$ cat src/rtl/ctm_pkg.sv
package ctm_pkg;

  // ****************************************************************
  // register map (byte addresses, one 32-bit word each)
  // ****************************************************************
  localparam logic [7:0] REG_CONTROL_ZERO = 8'h00;
  localparam logic [7:0] REG_CONTROL_ONE  = 8'h04;
  localparam logic [7:0] REG_COUNT_LOW    = 8'h08;
  localparam logic [7:0] REG_COUNT_HIGH   = 8'h0C;
  localparam logic [7:0] REG_CMPA_LOW     = 8'h10;
  localparam logic [7:0] REG_CMPA_HIGH    = 8'h14;
  localparam logic [7:0] REG_STATUS       = 8'h18;

  // ****************************************************************
  // field positions
  // ****************************************************************
  localparam int RUN_POS    = 3;
  localparam int COARSE_POS = 0;
  localparam int SWAP_POS   = 1;
  localparam int CLRSEL_POS = 0;
  localparam int INV_POS    = 2;
  localparam int INIT_POS   = 3;
  localparam int OFUNC_POS  = 4;
  localparam int MODE_POS   = 6;

  // ****************************************************************
  // reset values and limits
  // ****************************************************************
  localparam logic [7:0] CONTROL_ZERO_RST = 8'h00;
  localparam logic [7:0] CONTROL_ONE_RST  = 8'h00;
  localparam logic [9:0] FINE_RST         = 10'h000;
  localparam logic [9:0] COUNT_MAX        = 10'h3FF;
  localparam int         CNT_W            = 10;

  typedef enum logic [1:0] {
    MODE_COMPARE = 2'b00,
    MODE_UNDEF   = 2'b01,
    MODE_PWM     = 2'b10,
    MODE_TIMER   = 2'b11
  } ctm_mode_t;

  typedef enum logic [1:0] {
    OF_HOLD   = 2'b00,
    OF_LOW    = 2'b01,
    OF_HIGH   = 2'b10,
    OF_TOGGLE = 2'b11
  } ctm_ofunc_t;

  // control register one as a packed carrier
  typedef struct packed {
    ctm_mode_t  mode;
    ctm_ofunc_t ofunc;
    logic       initLevel;
    logic       invert;
    logic       swap;
    logic       clearSelect;
  } ctm_ctrl_t;

  // match events of one counting step
  typedef struct packed {
    logic matchA;
    logic matchP;
  } ctm_match_t;

endpackage

$ cat src/rtl/ctm_compact_timer.sv
// Chosen here: the register addresses and the AXI4-Lite slave port.
`timescale 1ns/1ns
`default_nettype none

module ctm_compact_timer #(
  parameter int PRESCALE = 4 // timer tick every PRESCALE clocks
) (
  input  wire logic        clock,
  input  wire logic        rstn,
  input  wire logic [7:0]  s_axi_awaddr,
  input  wire logic        s_axi_awvalid,
  output logic             s_axi_awready,
  input  wire logic [31:0] s_axi_wdata,
  input  wire logic [3:0]  s_axi_wstrb,
  input  wire logic        s_axi_wvalid,
  output logic             s_axi_wready,
  output logic [1:0]       s_axi_bresp,
  output logic             s_axi_bvalid,
  input  wire logic        s_axi_bready,
  input  wire logic [7:0]  s_axi_araddr,
  input  wire logic        s_axi_arvalid,
  output logic             s_axi_arready,
  output logic [31:0]      s_axi_rdata,
  output logic [1:0]       s_axi_rresp,
  output logic             s_axi_rvalid,
  input  wire logic        s_axi_rready,
  output logic             timerOut,
  output logic             timerOutEn,
  output logic             matchAPulse,
  output logic             matchPPulse
);

  // ****************************************************************
  // registers
  // ****************************************************************
  logic [7:0]            ctrlZero_ff;
  ctm_pkg::ctm_ctrl_t    ctrl_ff;
  logic [9:0]            fine_ff;
  logic [9:0]            count_ff;
  logic [9:0]            nxt_count;
  logic                  runPrev_ff;
  logic                  pinLevel_ff;
  logic                  nxt_pinLevel;
  logic                  flagA_ff;
  logic                  flagP_ff;
  logic [7:0]            preCnt_ff;
  logic                  awHeld_ff;
  logic [7:0]            awAddr_ff;
  logic                  wHeld_ff;
  logic [31:0]           wData_ff;
  logic [3:0]            wStrb_ff;
  logic                  bValid_ff;
  logic [1:0]            bResp_ff;
  logic                  rValid_ff;
  logic [31:0]           rData_ff;
  logic [1:0]            rResp_ff;
  logic                  out_ff;
  logic                  outEn_ff;
  logic                  aPulse_ff;
  logic                  pPulse_ff;

  // ****************************************************************
  // decode of control fields
  // ****************************************************************
  wire logic       run       = ctrlZero_ff[ctm_pkg::RUN_POS];
  wire logic [2:0] coarse    = ctrlZero_ff[ctm_pkg::COARSE_POS +: 3];
  wire logic       runRise   = run & ~runPrev_ff;
  wire logic       isPwm     = (ctrl_ff.mode == ctm_pkg::MODE_PWM);
  wire logic       isCompare = (ctrl_ff.mode == ctm_pkg::MODE_COMPARE);
  wire logic       isTimer   = (ctrl_ff.mode == ctm_pkg::MODE_TIMER);
  wire logic       tick      = run & ~runRise & (preCnt_ff == 8'(PRESCALE - 1));

  // ****************************************************************
  // comparators
  // ****************************************************************
  // coarse meets only the top three counter bits, so its matches fall on 128-tick steps
  // coarse top bits
  wire logic [2:0] pTop   = coarse - 3'h1;                      // top bits in the last step before P
  wire logic       pMatch = (coarse != 3'h0) && (count_ff[9:7] == pTop) && (count_ff[6:0] == 7'h7F);
  wire logic       aMatch = (fine_ff != 10'h000) && (count_ff == fine_ff - 10'h001);
  wire logic       atMax  = (count_ff == ctm_pkg::COUNT_MAX);

  // compare and timer modes choose the clear source
  // clear on A or on P as clearSelect picks, or on overflow when that compare is zero
  wire logic cmpClear = ctrl_ff.clearSelect ? (aMatch | (fine_ff == 10'h000 & atMax))
                                            : (pMatch | (coarse == 3'h0 & atMax));
  wire logic cmpFlagA = aMatch;
  wire logic cmpFlagP = ~ctrl_ff.clearSelect & (pMatch | (coarse == 3'h0 & atMax));

  wire logic pwmClear = ctrl_ff.swap ? (aMatch | (fine_ff == 10'h000 & atMax))
                                     : (pMatch | (coarse == 3'h0 & atMax));

  wire logic pwmFlagA = aMatch | (fine_ff == 10'h000 & atMax);
  wire logic pwmFlagP = pMatch | (coarse == 3'h0 & atMax);

  wire logic doClear = isPwm ? pwmClear : cmpClear;
  wire logic evA     = tick & (isPwm ? pwmFlagA : cmpFlagA);
  wire logic evP     = tick & (isPwm ? pwmFlagP : cmpFlagP);

  // ****************************************************************
  // pwm waveform, evaluated on the current count
  // ****************************************************************
  // duty and period lengths in ticks; zero codes stand for the full 1024, except fine as duty, which stays 0
  wire logic [10:0] coarseLen = (coarse == 3'h0) ? 11'h400 : {1'b0, coarse, 7'h00};
  wire logic [10:0] fineLen   = (fine_ff == 10'h000) ? 11'h400 : {1'b0, fine_ff};
  wire logic [10:0] dutyLen   = ctrl_ff.swap ? coarseLen : {1'b0, fine_ff};
  wire logic [10:0] perLen    = ctrl_ff.swap ? fineLen : coarseLen;
  wire logic        pwmActive = (dutyLen >= perLen) | ({1'b0, count_ff} < dutyLen);
  wire logic        pwmWave   = ~(pwmActive ^ ctrl_ff.initLevel);
  wire logic        pwmPin    = (ctrl_ff.ofunc == ctm_pkg::OF_HIGH) ? pwmWave
                              : (ctrl_ff.ofunc == ctm_pkg::OF_LOW) ? ctrl_ff.initLevel
                              : ~ctrl_ff.initLevel;

  // ****************************************************************
  // counter next value
  // ****************************************************************
  // restart on run rising, hold when stopped
  // pwm counts regardless of pin force
  always_comb begin
    nxt_count = count_ff;
    if (runRise) begin
      nxt_count = 10'h000;
    end else if (tick) begin
      nxt_count = doClear ? 10'h000 : count_ff + 10'h001;
    end
  end

  // ****************************************************************
  // compare mode pin level
  // ****************************************************************
  // initial level on run rising
  // only A match moves the pin
  always_comb begin
    nxt_pinLevel = pinLevel_ff;
    if (runRise) begin
      nxt_pinLevel = ctrl_ff.initLevel;
    end else if (evA && isCompare) begin
      case (ctrl_ff.ofunc)
        ctm_pkg::OF_LOW:    nxt_pinLevel = 1'b0;
        ctm_pkg::OF_HIGH:   nxt_pinLevel = 1'b1;
        ctm_pkg::OF_TOGGLE: nxt_pinLevel = ~pinLevel_ff;
        default:            nxt_pinLevel = pinLevel_ff;
      endcase
    end
  end

  // ****************************************************************
  // timer core state
  // ****************************************************************
  // prescaler only runs with the counter so a restart lines up ticks
  always_ff @(posedge clock) begin
    if (!rstn) begin
      preCnt_ff   <= 8'h00;
      runPrev_ff  <= 1'b0;
      count_ff    <= 10'h000;
      pinLevel_ff <= 1'b0;
    end else begin
      preCnt_ff   <= (!run || runRise || tick) ? 8'h00 : preCnt_ff + 8'h01;
      runPrev_ff  <= run;
      count_ff    <= nxt_count;
      pinLevel_ff <= nxt_pinLevel;
    end
  end

  // pin driver: compare drives latched level, pwm the waveform, timer releases pin
  // compare drives pin
  always_ff @(posedge clock) begin
    if (!rstn) begin
      out_ff    <= 1'b0;
      outEn_ff  <= 1'b0;
      aPulse_ff <= 1'b0;
      pPulse_ff <= 1'b0;
    end else begin
      out_ff    <= (isPwm ? pwmPin : nxt_pinLevel) ^ ctrl_ff.invert;
      outEn_ff  <= ~isTimer & (ctrl_ff.mode != ctm_pkg::MODE_UNDEF);
      aPulse_ff <= evA;
      pPulse_ff <= evP;
    end
  end

  // ****************************************************************
  // AXI4-Lite slave
  // ****************************************************************
  wire logic doWrite = awHeld_ff & wHeld_ff & ~bValid_ff;
  wire logic doRead  = s_axi_arvalid & ~rValid_ff;
  wire logic wrHit   = (awAddr_ff == ctm_pkg::REG_CONTROL_ZERO) | (awAddr_ff == ctm_pkg::REG_CONTROL_ONE)
                     | (awAddr_ff == ctm_pkg::REG_CMPA_LOW) | (awAddr_ff == ctm_pkg::REG_CMPA_HIGH)
                     | (awAddr_ff == ctm_pkg::REG_STATUS) | (awAddr_ff == ctm_pkg::REG_COUNT_LOW)
                     | (awAddr_ff == ctm_pkg::REG_COUNT_HIGH);
  wire logic wrLane  = doWrite & wStrb_ff[0];

  // read mux; counter is read-only, status is write-one-to-clear
  // high byte upper bits zero
  wire logic [7:0] rdByte =
      (s_axi_araddr == ctm_pkg::REG_CONTROL_ZERO) ? ctrlZero_ff :
      (s_axi_araddr == ctm_pkg::REG_CONTROL_ONE)  ? ctrl_ff :
      (s_axi_araddr == ctm_pkg::REG_COUNT_LOW)    ? count_ff[7:0] :
      (s_axi_araddr == ctm_pkg::REG_COUNT_HIGH)   ? {6'h00, count_ff[9:8]} :
      (s_axi_araddr == ctm_pkg::REG_CMPA_LOW)     ? fine_ff[7:0] :
      (s_axi_araddr == ctm_pkg::REG_CMPA_HIGH)    ? {6'h00, fine_ff[9:8]} :
      (s_axi_araddr == ctm_pkg::REG_STATUS)       ? {6'h00, flagP_ff, flagA_ff} : 8'h00;
  wire logic rdHit = (s_axi_araddr == ctm_pkg::REG_CONTROL_ZERO) | (s_axi_araddr == ctm_pkg::REG_CONTROL_ONE)
                   | (s_axi_araddr == ctm_pkg::REG_COUNT_LOW) | (s_axi_araddr == ctm_pkg::REG_COUNT_HIGH)
                   | (s_axi_araddr == ctm_pkg::REG_CMPA_LOW) | (s_axi_araddr == ctm_pkg::REG_CMPA_HIGH)
                   | (s_axi_araddr == ctm_pkg::REG_STATUS);

  // address and data are caught independently, in either order
  always_ff @(posedge clock) begin
    if (!rstn) begin
      awHeld_ff <= 1'b0;
      awAddr_ff <= 8'h00;
      wHeld_ff  <= 1'b0;
      wData_ff  <= 32'h0000_0000;
      wStrb_ff  <= 4'h0;
    end else begin
      if (s_axi_awvalid && !awHeld_ff) begin
        awHeld_ff <= 1'b1;
        awAddr_ff <= s_axi_awaddr;
      end else if (doWrite) begin
        awHeld_ff <= 1'b0;
      end
      if (s_axi_wvalid && !wHeld_ff) begin
        wHeld_ff <= 1'b1;
        wData_ff <= s_axi_wdata;
        wStrb_ff <= s_axi_wstrb;
      end else if (doWrite) begin
        wHeld_ff <= 1'b0;
      end
    end
  end

  // write response; unmapped addresses answer SLVERR
  always_ff @(posedge clock) begin
    if (!rstn) begin
      bValid_ff <= 1'b0;
      bResp_ff  <= 2'b00;
    end else if (doWrite) begin
      bValid_ff <= 1'b1;
      bResp_ff  <= wrHit ? 2'b00 : 2'b10;
    end else if (s_axi_bready) begin
      bValid_ff <= 1'b0;
    end
  end

  // software-written registers; writes to read-only words are dropped
  always_ff @(posedge clock) begin
    if (!rstn) begin
      ctrlZero_ff <= ctm_pkg::CONTROL_ZERO_RST;
      ctrl_ff     <= ctm_pkg::CONTROL_ONE_RST;
      fine_ff     <= ctm_pkg::FINE_RST;
    end else if (wrLane) begin
      if (awAddr_ff == ctm_pkg::REG_CONTROL_ZERO) begin
        ctrlZero_ff <= {4'h0, wData_ff[ctm_pkg::RUN_POS], wData_ff[2:0]};
      end
      if (awAddr_ff == ctm_pkg::REG_CONTROL_ONE) begin
        ctrl_ff <= wData_ff[7:0];
      end
      if (awAddr_ff == ctm_pkg::REG_CMPA_LOW) begin
        fine_ff[7:0] <= wData_ff[7:0];
      end
      if (awAddr_ff == ctm_pkg::REG_CMPA_HIGH) begin
        fine_ff[9:8] <= wData_ff[1:0];
      end
    end
  end

  // sticky match flags; write one to clear, a new event wins over the clear
  wire logic clrFlags = wrLane & (awAddr_ff == ctm_pkg::REG_STATUS);
  always_ff @(posedge clock) begin
    if (!rstn) begin
      flagA_ff <= 1'b0;
      flagP_ff <= 1'b0;
    end else begin
      flagA_ff <= evA | (flagA_ff & ~(clrFlags & wData_ff[0]));
      flagP_ff <= evP | (flagP_ff & ~(clrFlags & wData_ff[1]));
    end
  end

  // read channel: one cycle from address to data
  always_ff @(posedge clock) begin
    if (!rstn) begin
      rValid_ff <= 1'b0;
      rData_ff  <= 32'h0000_0000;
      rResp_ff  <= 2'b00;
    end else if (doRead) begin
      rValid_ff <= 1'b1;
      rData_ff  <= {24'h00_0000, rdByte};
      rResp_ff  <= rdHit ? 2'b00 : 2'b10;
    end else if (s_axi_rready) begin
      rValid_ff <= 1'b0;
    end
  end

  assign s_axi_awready = ~awHeld_ff;
  assign s_axi_wready  = ~wHeld_ff;
  assign s_axi_bvalid  = bValid_ff;
  assign s_axi_bresp   = bResp_ff;
  assign s_axi_arready = ~rValid_ff;
  assign s_axi_rvalid  = rValid_ff;
  assign s_axi_rdata   = rData_ff;
  assign s_axi_rresp   = rResp_ff;
  assign timerOut      = out_ff;
  assign timerOutEn    = outEn_ff;
  assign matchAPulse   = aPulse_ff;
  assign matchPPulse   = pPulse_ff;

endmodule // ctm_compact_timer

`default_nettype wire

$ cat config.mk
export PLATFORM = sky130hd
export DESIGN_NAME = ctm_compact_timer
export DESIGN_NICKNAME = d
export VERILOG_FILES = /design/src/rtl/ctm_pkg.sv /design/src/rtl/ctm_compact_timer.sv
export SDC_FILE = /design/constraint.sdc
export NUM_CORES = 1
export LEC_CHECK = 0
export ABC_CLOCK_PERIOD_IN_PS = 3900
export BUFFER_PORTS_ARGS = -buffer_cell sky130_fd_sc_hd__buf_2
export CAP_MARGIN = 20
export CORE_ASPECT_RATIO = 1.75
export CORE_UTILIZATION = 55
export DETAILED_ROUTE_END_ITERATION = 8
export PLACE_DENSITY = 0.87
export REMOVE_ABC_BUFFERS = 1
export SLEW_MARGIN = 5
export SYNTH_ARGS = -nofsm -noshare
export SYNTH_HDL_FRONTEND = slang
export SYNTH_SLANG_ARGS = --single-unit
$ cat constraint.sdc
create_clock -name clock -period 3.9 [get_ports clock]
set_input_delay 0 -clock clock [delete_from_list [all_inputs] [get_ports clock]]
set_output_delay 0 -clock clock [all_outputs]
set_load 0.05 [all_outputs]
# --- Yosys cells after proc, flatten, opt, wreduce, memory -nomap -nowiden ---
# Cells that the tools add are included.
op_classes:
  add_sub_neg: 4
  magnitude_cmp: 2
  eq_ne: 23
  muxes: 32
  bitwise: 51
  reduce_logical: 28
ops:
  columns: ["cell", "count"]
  rows:
  - ["8-bit by 5-bit equality test with 1-bit output (second input constant)", 6]
  - ["11-bit 2-to-1 mux", 4]
  - ["8-bit 2-to-1 mux", 5]
  - ["8-bit by 4-bit equality test with 1-bit output (second input constant)", 4]
  - ["1-bit AND", 18]
  - ["1-bit 2-to-1 mux", 17]
  - ["1-bit OR", 17]
  - ["8-bit by 3-bit equality test with 1-bit output (second input constant)", 2]
  - ["8-bit logical NOT", 2]
  - ["1-bit NOT", 14]
  - ["11-bit >= comparator", 1]
  - ["10-bit by 11-bit < comparator with 1-bit output", 1]
  - ["10-bit by 1-bit adder with 10-bit output (second input constant)", 1]
  - ["10-bit equality test", 1]
  - ["10-bit equality test (second input constant)", 1]
  - ["10-bit logical NOT", 1]
  - ["10-bit 2-to-1 mux", 1]
  - ["10-bit nonzero test", 1]
  - ["10-bit by 1-bit subtractor with 10-bit output (second input constant)", 1]
  - ["8-bit by 1-bit adder with 8-bit output (second input constant)", 1]
  - ["2-bit equality test (second input constant)", 4]
  - ["8-bit by 2-bit equality test with 1-bit output (second input constant)", 1]
  - ["2-bit 2-to-1 mux", 4]
  - ["2-bit AND reduction", 4]
  - ["15 further kinds", 28]
totals:
  register_bits: 81
  in_bits: 59

# --- Logic depth before layout (Yosys ltp) ---
# Gate-level depths: netlist of the first run.
logic_depth:
  word_depth: 11
  mapped_depth: 16

# --- Least setup slack after synthesis of the first run ---
# No wires, ideal clock.
synth_path:
  path_kind: "flip-flop to flip-flop"
  from: "reg ctrlZero_ff[0]"
  to: "reg out_ff, in the netlist timerOut"
  setup_ns: 0.072
  arrival_ns: 2.799
  path_slack_ns: 1.030
  stages_incl_launch_ff: 15
  path_buffers: 1
  path_cell_list: "dfxtp_1 -> inv_1 -> ha_1 -> nand2b_1 -> clkbuf_1 -> and3_1 -> a21oi_1 -> ha_1 -> a21o_1 -> a21o_1 -> a221o_1 -> a211oi_1 -> o31ai_1 -> a211oi_1 -> mux2i_1"
synth_via:
  elab_chain_cells: 10
  word_cells_on_any_way: 12
synth_rtl:
  columns: ["item", "line", "rtl"]
  rows:
  - ["start: declaration", "ctm_compact_timer.sv:36", "logic [7:0] ctrlZero_ff;"]
  - ["start signal: assignment", "ctm_compact_timer.sv:248", "ctrlZero_ff <= ctm_pkg::CONTROL_ZERO_RST;"]
  - ["start signal: assignment", "ctm_compact_timer.sv:253", "ctrlZero_ff <= {4'h0, wData_ff[ctm_pkg::RUN_POS], wData_ff[2:0]};"]
  - ["3-bit logical NOT", "ctm_compact_timer.sv:104", "wire logic [10:0] coarseLen = (coarse == 3'h0) ? 11'h400 : {1'b0, coarse, 7'h00};"]
  - ["11-bit 2-to-1 mux *", "ctm_compact_timer.sv:104", null]
  - ["11-bit 2-to-1 mux (on tied branches)", "ctm_compact_timer.sv:106, ctm_compact_timer.sv:107", null]
  - ["11-bit >= comparator / 10-bit by 11-bit < comparator with 1-bit output (equally long branches)", "ctm_compact_timer.sv:108", "wire logic pwmActive = (dutyLen >= perLen) | ({1'b0, count_ff} < dutyLen);"]
  - ["1-bit OR *", "ctm_compact_timer.sv:108", null]
  - ["1-bit XOR *", "ctm_compact_timer.sv:109", "wire logic pwmWave = ~(pwmActive ^ ctrl_ff.initLevel);"]
  - ["1-bit NOT *", "ctm_compact_timer.sv:109", null]
  - ["1-bit 2-to-1 mux *", "ctm_compact_timer.sv:110", "wire logic pwmPin = (ctrl_ff.ofunc == ctm_pkg::OF_HIGH) ? pwmWave"]
  - ["1-bit 2-to-1 mux *", "ctm_compact_timer.sv:174", "out_ff <= (isPwm ? pwmPin : nxt_pinLevel) ^ ctrl_ff.invert;"]
  - ["1-bit XOR *", "ctm_compact_timer.sv:174", null]
  - ["end signal: assignment", "ctm_compact_timer.sv:174", null]
  - ["end: declaration", "ctm_compact_timer.sv:57", "logic out_ff;"]
# Every way passes the cells marked *; elsewhere a longest branch is shown, timed or not.
# A chain may end at the register's enable or synchronous reset.

# --- Worst setup path after layout of the first run ---
layout_path:
  from: "reg fine_ff[4]"
  to: "reg out_ff, in the netlist timerOut"
layout_via:
  elab_chain_cells: 11
  word_cells_on_any_way: 23
layout_rtl:
  columns: ["item", "line", "rtl"]
  rows:
  - ["start: declaration", "ctm_compact_timer.sv:38", "logic [9:0] fine_ff;"]
  - ["start signal: assignment", "ctm_compact_timer.sv:250", "fine_ff <= ctm_pkg::FINE_RST;"]
  - ["start signal: assignment", "ctm_compact_timer.sv:259", "fine_ff[7:0] <= wData_ff[7:0];"]
  - ["10-bit by 1-bit subtractor with 10-bit output", "ctm_compact_timer.sv:80", "wire logic aMatch = (fine_ff != 10'h000) && (count_ff == fine_ff - 10'h001);"]
  - ["10-bit equality test", "ctm_compact_timer.sv:80", null]
  - ["1-bit logical AND", "ctm_compact_timer.sv:80", null]
  - ["1-bit OR", "ctm_compact_timer.sv:93", "wire logic pwmFlagA = aMatch | (fine_ff == 10'h000 & atMax);"]
  - ["1-bit 2-to-1 mux", "ctm_compact_timer.sv:97", "wire logic evA = tick & (isPwm ? pwmFlagA : cmpFlagA);"]
  - ["1-bit AND", "ctm_compact_timer.sv:97", null]
  - ["1-bit logical AND", "ctm_compact_timer.sv:137", "end else if (evA && isCompare) begin"]
  - ["1-bit 2-to-1 mux", "ctm_compact_timer.sv:137", null]
  - ["1-bit 2-to-1 mux", "ctm_compact_timer.sv:135", "if (runRise) begin"]
  - ["1-bit 2-to-1 mux *", "ctm_compact_timer.sv:174", null]
  - ["1-bit XOR *", "ctm_compact_timer.sv:174", null]
# Marks and branches as above.

==> summary.txt, run 1 <==
STA
  – Total Negative Setup Slacks: 0 ns
  – Fin Clk Skew: 0.005681 ns
  – Worst slew pin tran: 0.9820 ns
  – Fin crit period: 3.710 ns
  – Final Hold Fails: 0
  – Rel. slew slack: 0.3393
  – Setup Viol. Count Final: 0
  – Final period util: 0.9512
  – RSZ-0062 raised after global routing: false
  – Final Slew Violations: 0
  – Fmax: 0.2696 GHz

Clock network
  – H-tree levels: 3
  – Later-pin clock latency in the skew report: 0.35 ns
  – Setup repair bufs after CTS: 0
  – Root Buffer: clkbuf_16
  – CTS buffer count: 9
  – Reg clk slew, reported paths: 0.06 ns
  – Clock tree buffer depth: 2
  – CTS sink cnt: 79
  – CTS tree: done

Logic synthesis
  – Yosys top cell by area: dfxtp_1
  – Mapped cell area: 4693 µm²
  – Flip-flop and latch count after synthesis: 79
  – Post-synth EDFFs: 0
  – Asr flop ratio synth: 0
  – Cells after Synth: 591
  – Main synth FF type: dfxtp_1
  – Sequential fraction of the synthesis area: 0.3370
  – Area share of the largest cell type after synthesis: 0.3370
  – Syn Area/Cell: 7.941 µm²
  – Ys Warns: 0
  – Yosys cell types: 61
  – Top area cells in the synthesized netlist: dfxtp_1, mux2i_1, nand2_1

Finish
  – Nets: 722
  – Register area: 1582 µm²
  – Post-layout util: 0.6459
  – Filler Cells Inserted: 628
  – Area of the multi-input gates: 2799 µm²
  – Layout cells sized above 1: 0.1265
  – Fin cells: 741
  – Area delta synth->final: 13.65%

GRT
  – Met3 usage: 0.05357
  – First-pass GRT wire length: 20.99 mm
  – Met2 GRT Util: 0.5477
  – Grt total ovfl: 0
  – Vias in the first global route: 4454
  – Total track usage: 0.3089
  – Met1 Use GR: 0.2918
  – Layer with the highest usage: met2
  – Initial antenna violation count: 1
  – Largest net degree at the start of global routing: 56

Worst hold path
  – Hold path depth: 3
  – Hold_sp: rstn
  – Hold crit path type: in2reg
  – Worst Hold Path EP: timerOut$_SDFF_PN0_

Floorplanning
  – Core area: 8258 µm²
  – Row count: 44
  – I/O pin cnt: 104
  – Die X: 71.83 µm
  – Initial Util: 0.5683
  – Die Ht: 124.2 µm
  – Die area: 8921 µm²

Detailed routing
  – Vias: 4656
  – Vias per cell: 6.283
  – Antenna Nets Post-Route: 0
  – 1st-iter DRT viols: 478
  – DRC violations left: 0
  – Drt pass-1 iters: 6
  – Routed WL per cell: 18.07 µm
  – Total Wirelength: 13.39 mm

Run
  – MaxCap Viol Count: 0

Setup path
  – Reg-to-Reg Start: fine_ff[4]$_SDFFE_PN0P_
  – Startpoint types: register
  – Critical Path RT: 4.18 ns
  – Worst Path Arrival: 3.99 ns
  – Crit. End Element: register
  – Setup CP Type: reg2reg
  – Reg2reg end: timerOut$_SDFF_PN0_
  – Crit-path max FO: 11
  – R2R cell count: 12
  – Worst Setup SP: fine_ff[4]$_SDFFE_PN0P_
  – Worst reg2reg setup slack: 0.19 ns

Placed design
  – GP Congestion: 1.001
  – Placed cell count: 703
  – Port bufs: 50
  – Post-DP HPWL: 8.967 mm

Power
  – Maximum VDD drop: 0.0003847 V
  – Pwr dens: 353.9 nW/µm²
  – Tot Pwr: 1.887 mW
  – Leak: 2.178 nW

Outcome
  – Status: finished clean
## cell type report
class,instances,share of cell area
diodes,1,0.0004692
clock buffers,10,0.04293
clock inverters,5,0.006568
inverters,17,0.01196
multi-input cells,460,0.5247
flip-flops and latches,79,0.2965
well taps,92,0.02158
repair buffers,77,0.09524
## synth_stat cells, types with 6 or more instances
library cell and n:
xor2_1 15, nand2_1 75, inv_1 16, nand3_1 27, xnor2_1 6, buf_4 26
a31oi_1 10, mux2i_1 36, nor3_1 15, o21ai_0 18, buf_1 8, ha_1 19
nor2_1 75, clkbuf_1 20, a211oi_1 7, and3_1 10, a21oi_1 31, nor2b_1 13
nor4_1 6, nand2b_1 6, dfxtp_1 79
## worst max-delay path, stage by stage (launching register included)
cell and delay (ns):
dfxtp_1 0.46, nor4_1 0.90, nand3_1 0.26, nor2_1 0.14, nor2_1 0.06, ha_1 0.17, nor2_1 0.09, o21ai_0 0.11
a221o_1 0.30, a211oi_1 0.51, o31ai_1 0.15, a211oi_1 0.27, mux2i_1 0.21
## placed cells by master, fill, tap and decap left out, drive strengths merged, types with 4 or more instances in the layout
cell and count:
dlygate4sd3 22, conb 26, xnor2 6, nor4 6, a211oi 7, nor3b 5
xor2 15, dfxtp 79, o21ai 18, mux2i 36, nand2 75, and3 10
ha 19, buf 55, a21oi 31, o211ai 6, nor2 75, inv 18
o22ai 4, clkbuf 10, nand2b 6, nor3 16, a221oi 4, nor2b 13
or4 4, a31oi 10, nand3 27
## kinds of logic after synthesis
kind of cell	share of synthesized area
AO/OA/AOI/OAI	0.1378
XOR/XNOR	0.03919
adder cells (fa/ha/maj)	0.05065
buffers and inverters	0.08664
flip-flops	0.3370
multiplexers	0.08878
other	0.0007990
AND/OR/NAND/NOR	0.2591
## worst max path at each step
| stage | end | slack, ns | cells past startpoint |
|---|---|---|---|
| 2_1_floorplan | fine_ff[0]$_SDFFE_PN0P_ | 0.89 | 8 |
| 3_3_place_gp | timerOut$_SDFF_PN0_ | 0.51 | 12 |
| 3_5_place_dp | timerOut$_SDFF_PN0_ | 0.40 | 12 |
| 4_1_cts | timerOut$_SDFF_PN0_ | 0.35 | 12 |
| 5_1_grt | timerOut$_SDFF_PN0_ | 0.003 | 12 |
| 6_report | timerOut$_SDFF_PN0_ | 0.19 | 12 |
## power breakdown
group          total (mW)  leakage [nW]  switching, mW  internal (mW)
clock network       0.766         0.129          0.338          0.428
logic               0.256          1.41          0.177         0.0791
registers           0.865         0.642         0.0342          0.831
total                1.89          2.18          0.549           1.34
## what timing repair did
action	in CTS	in global routing
endpoints found under the hold margin	21	0
hold buffers	22	0
resized for setup	0	0
## through the flow
step | hold slack [ns] | area [µm²] | setup WS, ns
after floorplan | 0.09902 | 4444 | 0.8875
after global placement | 0.1889 | 4847 | 0.5080
after detailed placement | 0.1966 | 4847 | 0.3990
after CTS | 0.03448 | 5331 | 0.3527
after global routing | 0.04787 | 5334 | 0.003094
final | 0.05346 | 5334 | 0.1903
## sequential cells by signal, summed over array words and instances, names as in the netlist, 4 cells and up
| name | cells |
|---|---|
| ctrlZero_ff | 4 |
| ctrl_ff | 8 |
| s_axi_rdata | 8 |
| wData_ff | 8 |
| fine_ff | 10 |
| preCnt_ff | 8 |
| count_ff | 10 |
| awAddr_ff | 8 |
## layer usage
metal  share of wire  up-vias
met3           0.063      100
met1            0.32     2177
met2            0.53      251
met5               0        -
met4           0.085        0
li1                -     2128
Power figures use the tool's default switching activity.
==> run 2: changes to the inputs <==
--- a/config.mk
+++ b/config.mk
@@ -8,7 +8,7 @@
 export ABC_CLOCK_PERIOD_IN_PS = 3900
 export BUFFER_PORTS_ARGS = -buffer_cell sky130_fd_sc_hd__buf_2
 export CAP_MARGIN = 20
-export CORE_ASPECT_RATIO = 1.75
+export CORE_ASPECT_RATIO = 1.4
 export CORE_UTILIZATION = 55
 export DETAILED_ROUTE_END_ITERATION = 8
 export PLACE_DENSITY = 0.87
==> run 2 against run 1 <==
Compared with the run above:
- non-clock buffer count fell by 2
- sequential power barely moved
- register-to-register slack improved by 0.20 ns
- routed wire length fell by 5.4%
- first-iteration DRC count fell by 3.8%
- highest routed layer unchanged
- clock power rose by 9.1%
- fmax rose by 5.7%
- largest power group unchanged
- worst hold slack got worse by 0.025 ns
- utilization rose by 0.82 points
- worst setup slack improved by 0.20 ns
- sequential cell count did not move
==> summary.txt, run 2 (synthesis results as in run 1) <==
Detailed routing
  – Routed WL per cell: 16.93 µm
  – DRC violations left: 0
  – Antenna Nets Post-Route: 0
  – Vias: 4549
  – Drt pass-1 iters: 5
  – Vias per cell: 6.082
  – 1st-iter DRT viols: 460
  – Total Wirelength: 12.66 mm

Placed design
  – GP Congestion: 0.9047
  – Pre-CTS WS: 0.5747 ns
  – Port bufs: 50
  – Post-DP HPWL: 8.396 mm

Clock network
  – Setup repair bufs after CTS: 0
  – CTS hold repair buffers: 22
  – CTS tree: done
  – H-tree levels: 3
  – Root Buffer: clkbuf_16
  – Reg clk slew, reported paths: 0.06 ns
  – CTS buffer count: 9
  – Clock tree buffer depth: 2
  – CTS sink cnt: 79
  – Cts repair resizes: 0
  – Later-pin clock latency in the skew report: 0.34 ns

Power
  – Leak: 2.179 nW
  – Pwr dens: 363.3 nW/µm²
  – Maximum VDD drop: 0.0003075 V

STA
  – Setup Viol. Count Final: 0
  – Worst slew pin tran: 0.9315 ns
  – Final Hold Fails: 0
  – Fin Clk Skew: 0.004514 ns
  – Rel. slew slack: 0.3778
  – Final period util: 0.9000
  – RSZ-0062 raised after global routing: false
  – Final Slew Violations: 0
  – Setup WS post-layout: 0.3900 ns
  – Total Negative Setup Slacks: 0 ns
  – Fmax: 0.2849 GHz
  – Fin crit period: 3.510 ns

Setup path
  – Setup CP Type: reg2reg
  – CP max stage delay: 0.73 ns
  – Critical Path RT: 4.18 ns
  – Crit. End Element: register
  – Crit path max-delay cell type: nor4_1
  – Crit-path max FO: 10
  – Crit path max-delay family: simple AND/OR/NAND/NOR gates
  – CP Buf/Inv Count: 0
  – Crit-path cells: nor4_1 -> nand3_1 -> nor2_1 -> nor2_1 -> ha_1 -> and4_1 -> o21ai_0 -> a31oi_1 -> a211oi_1 -> o31ai_1 -> a211oi_1 -> mux2i_1
  – Worst Path Arrival: 3.79 ns
  – Startpoint types: register

GRT
  – Grt total ovfl: 0
  – First-pass GRT wire length: 20.42 mm
  – Vias in the first global route: 4408
  – Total track usage: 0.2946
  – Largest net degree at the start of global routing: 56
  – Initial antenna violation count: 0

Finish
  – Most common cell after layout, fill and taps aside: dfxtp_1
  – Layout cells sized above 1: 0.1254
  – Antenna cells: 0
  – Biggest regs: count_ff: 10 flops, fine_ff: 10 flops
  – Nets: 720
  – Most frequent cells in the layout: dfxtp_1, nand2_1, nor2_1, buf_2, mux2i_1
  – Area delta synth->final: 14.26%

Floorplanning
  – Initial Util: 0.5725
  – Die area: 8912 µm²
  – Die X: 80.07 µm
  – Die Ht: 111.3 µm
  – I/O pin cnt: 104
  – Row count: 39
  – Core area: 8198 µm²

Outcome
  – Status: finished clean

Run
  – MaxCap Viol Count: 0

Worst hold path
  – Hold crit path type: in2reg
[run 2: changes by cell type in the layout (fill, tap and decap cells not counted), sizes merged]
cell      previous run  this run
diode                1         0
inv                 18        17
clkinv               3         2
buf                 55        53
clkinvlp             1         2
bufinv               0         1
[run 2: through the flow]
step	hold slack, ns	area, µm²	instances	power (mW)	utilization
3_5_place_dp	0.1931	4845	711	1.104	0.5910
4_1_cts	0.01839	5363	748	1.943	0.6542
2_1_floorplan	0.09902	4444	556	1.041	-
3_3_place_gp	0.1908	4845	711	1.096	0.5910
5_1_grt	0.03668	5363	748	2.008	0.6542
6_report	0.02801	5363	748	1.948	0.6542
[run 2: per-layer routing]
metal  wire length (µm)  vias up  part of all wire  track usage
li1                   -     2115                 -            -
met1               4492     2111              0.35       0.3124
met2               6599      247              0.52       0.5185
met3                822       76             0.065      0.05267
met4                747        0             0.059       0.1952
met5                  0        -                 0            0
[run 2: tightest hold or removal path, stage by stage]
cell and delay (ns):
buf_2 0.18, nand2_1 0.09, mux2i_1 0.05
[run 2: layout make-up]
class                           instances  area [µm²]
Multi-Input combinational cell        460        2799
Inverter                               17       63.81
Sequential cell                        79        1582
Tap cell                              102       127.6
Clock inverter                          5       58.81
Clock buffer                           10       239.0
Timing Repair Buffer                   75       493.0
Fill cell                             666        2835
[run 2: worst paths after layout]
| check | start | endpoint | slack [ns] | depth (start not counted) |
|---|---|---|---|---|
| worst max-delay path | fine_ff[7]$_SDFFE_PN0P_ | timerOut$_SDFF_PN0_ | 0.39 | 12 |
| worst min-delay path | rstn | timerOut$_SDFF_PN0_ | 0.03 | 3 |
| worst max register to register | fine_ff[7]$_SDFFE_PN0P_ | timerOut$_SDFF_PN0_ | 0.39 | 12 |
| worst min register to register | wStrb_ff[0]$_SDFFE_PN0P_ | wStrb_ff[0]$_SDFFE_PN0P_ | 0.46 | 2 |
[run 2: power by group]
group	switching, mW	leakage, nW	total, mW	internal (mW)
registers	0.0354	0.642	0.867	0.831
logic	0.168	1.40	0.246	0.0777
clock network	0.327	0.141	0.836	0.509
total	0.531	2.18	1.95	1.42
==> run 3: changes to the inputs <==
--- a/config.mk
+++ b/config.mk
@@ -11,9 +11,9 @@
 export CORE_ASPECT_RATIO = 1.4
 export CORE_UTILIZATION = 55
 export DETAILED_ROUTE_END_ITERATION = 8
+export HOLD_SLACK_MARGIN = 0.08
 export PLACE_DENSITY = 0.87
 export REMOVE_ABC_BUFFERS = 1
-export SLEW_MARGIN = 5
 export SYNTH_ARGS = -nofsm -noshare
 export SYNTH_HDL_FRONTEND = slang
 export SYNTH_SLANG_ARGS = --single-unit
==> run 3 against run 2 <==
Compared with the run above:
- largest cell class unchanged
- combinational power up 2%
- cell area up 0.56%
- die area unchanged
- fmax down 0.94%
- final cell count up 0.40%
==> summary.txt, run 3 (synthesis results as in run 1) <==
Floorplanning
  – I/O pin cnt: 104
  – Row count: 39
  – Die area: 8912 µm²
  – Die Ht: 111.3 µm
  – Core area: 8198 µm²
  – Initial Util: 0.5725
  – Die X: 80.07 µm

Finish
  – Filler Cells Inserted: 652
  – Antenna cells: 0
  – Area delta synth->final: 14.90%
  – Final instance area: 5393 µm²
  – Post-layout util: 0.6578
  – Most frequent cells in the layout: dfxtp_1, nand2_1, nor2_1, buf_2, mux2i_1
  – Biggest regs: count_ff: 10 flops, fine_ff: 10 flops
  – Most common cell after layout, fill and taps aside: dfxtp_1
  – Nets: 723
  – Layout cells sized above 1: 0.1248

Power
  – Pwr dens: 361.9 nW/µm²
  – Leak: 2.194 nW
  – Maximum VDD drop: 0.0003254 V

Worst hold path
  – Hold crit path type: in2reg

Detailed routing
  – 1st-iter DRT viols: 419
  – Total Wirelength: 12.71 mm
  – Antenna Nets Post-Route: 0
  – Drt pass-1 iters: 5
  – Vias: 4610
  – DRC violations left: 0
  – Routed WL per cell: 16.92 µm
  – Vias per cell: 6.138

Setup path
  – Crit. End Element: register
  – Startpoint types: register
  – Crit path max-delay cell type: nor4_1
  – CP max stage delay: 0.76 ns
  – Setup CP Type: reg2reg
  – Critical Path RT: 4.17 ns
  – Crit path max-delay family: simple AND/OR/NAND/NOR gates
  – Crit-path cells: nor4_1 -> nand3_1 -> nor2_1 -> nor2_1 -> ha_1 -> and4_1 -> o21ai_0 -> a31oi_1 -> a211oi_1 -> o31ai_1 -> a211oi_1 -> mux2i_1
  – Worst Path Arrival: 3.82 ns
  – Crit-path max FO: 10
  – CP Buf/Inv Count: 0

STA
  – Fin Clk Skew: 0.004969 ns
  – Fin crit period: 3.543 ns
  – Final period util: 0.9085
  – Setup Viol. Count Final: 0
  – Final Slew Violations: 0
  – Worst slew pin tran: 0.9310 ns
  – Total Negative Setup Slacks: 0 ns
  – Fmax: 0.2822 GHz
  – RSZ-0062 raised after global routing: false
  – Rel. slew slack: 0.3781
  – Final Hold Fails: 0

GRT
  – First-pass GRT wire length: 20.63 mm
  – Initial antenna violation count: 0
  – Largest net degree at the start of global routing: 56
  – Total track usage: 0.2976
  – Vias in the first global route: 4454
  – Grt total ovfl: 0

Outcome
  – Status: finished clean

Clock network
  – Cts repair resizes: 0
  – CTS buffer count: 9
  – CTS sink cnt: 79
  – Setup repair bufs after CTS: 0
  – Clock tree buffer depth: 2
  – CTS tree: done
  – Reg clk slew, reported paths: 0.06 ns
  – Later-pin clock latency in the skew report: 0.34 ns
  – H-tree levels: 3
  – Root Buffer: clkbuf_16

Placed design
  – Post-DP HPWL: 8.396 mm
  – GP Congestion: 0.9047
  – Placed inst area: 4845 µm²
  – Port bufs: 50

Run
  – MaxCap Viol Count: 0
## run 3: changes by cell type in the layout (fill, tap and decap cells not counted), sizes merged
cell	change
dlygate4sd3	+3
## run 3: timing repair
action	4_1_cts	5_1_grt
hold endpoints to repair	25	0
hold buffers	25	0
endpoints found under the setup margin	0	0
## run 3: where the power goes
part	internal, mW	switching [mW]
combinational	0.0804	0.170
sequential	0.831	0.0356
clock	0.509	0.326
total	1.42	0.532
## run 3: routing by layer
| metal | routed length (µm) | part of all wire | track usage | vias to the layer above |
|---|---|---|---|---|
| met2 | 6631 | 0.52 | 0.5208 | 280 |
| li1 | - | - | - | 2121 |
| met1 | 4504 | 0.35 | 0.3143 | 2138 |
| met5 | 0 | 0 | 0 | - |
| met3 | 909 | 0.072 | 0.05597 | 71 |
| met4 | 659 | 0.052 | 0.2024 | 0 |
## run 3: final timing paths
check | from | end | slack [ns] | cells after the start
hold / removal | s_axi_arvalid | s_axi_rresp[1]$_SDFFE_PN0P_ | 0.12 | 3
setup reg to reg | fine_ff[7]$_SDFFE_PN0P_ | timerOut$_SDFF_PN0_ | 0.36 | 12
hold reg to reg | wStrb_ff[0]$_SDFFE_PN0P_ | wStrb_ff[0]$_SDFFE_PN0P_ | 0.46 | 2
setup / recovery | fine_ff[7]$_SDFFE_PN0P_ | timerOut$_SDFF_PN0_ | 0.36 | 12
## run 3: cell type report
cell class                      count  area, µm²  area share
Clock inverter                      5      58.81     0.01090
Timing Repair Buffer               78      523.0     0.09698
Inverter                           17      63.81     0.01183
Clock buffer                       10      239.0     0.04432
Sequential cell                    79       1582      0.2933
Multi-Input combinational cell    460       2799      0.5190
Tap cell                          102      127.6     0.02367
## run 3: worst register-to-register path: stages (launching register included)
cell and delay (ns):
dfxtp_1 0.47, nor4_1 0.76, nand3_1 0.24, nor2_1 0.14
nor2_1 0.07, ha_1 0.31, and4_1 0.19, o21ai_0 0.07
a31oi_1 0.06, a211oi_1 0.53, o31ai_1 0.17, a211oi_1 0.27
mux2i_1 0.20
## run 3: per-stage QoR
step                      setup slack, ns  hold WS, ns  power [mW]  cells
after floorplan                    0.8875      0.09902       1.041    556
after global placement             0.6162       0.1908       1.096    711
after detailed placement           0.5747       0.1931       1.104    711
after CTS                          0.5252       0.1115       1.947    751
after global routing               0.2267       0.1598       2.014    751
final                              0.3568       0.1234       1.952    751
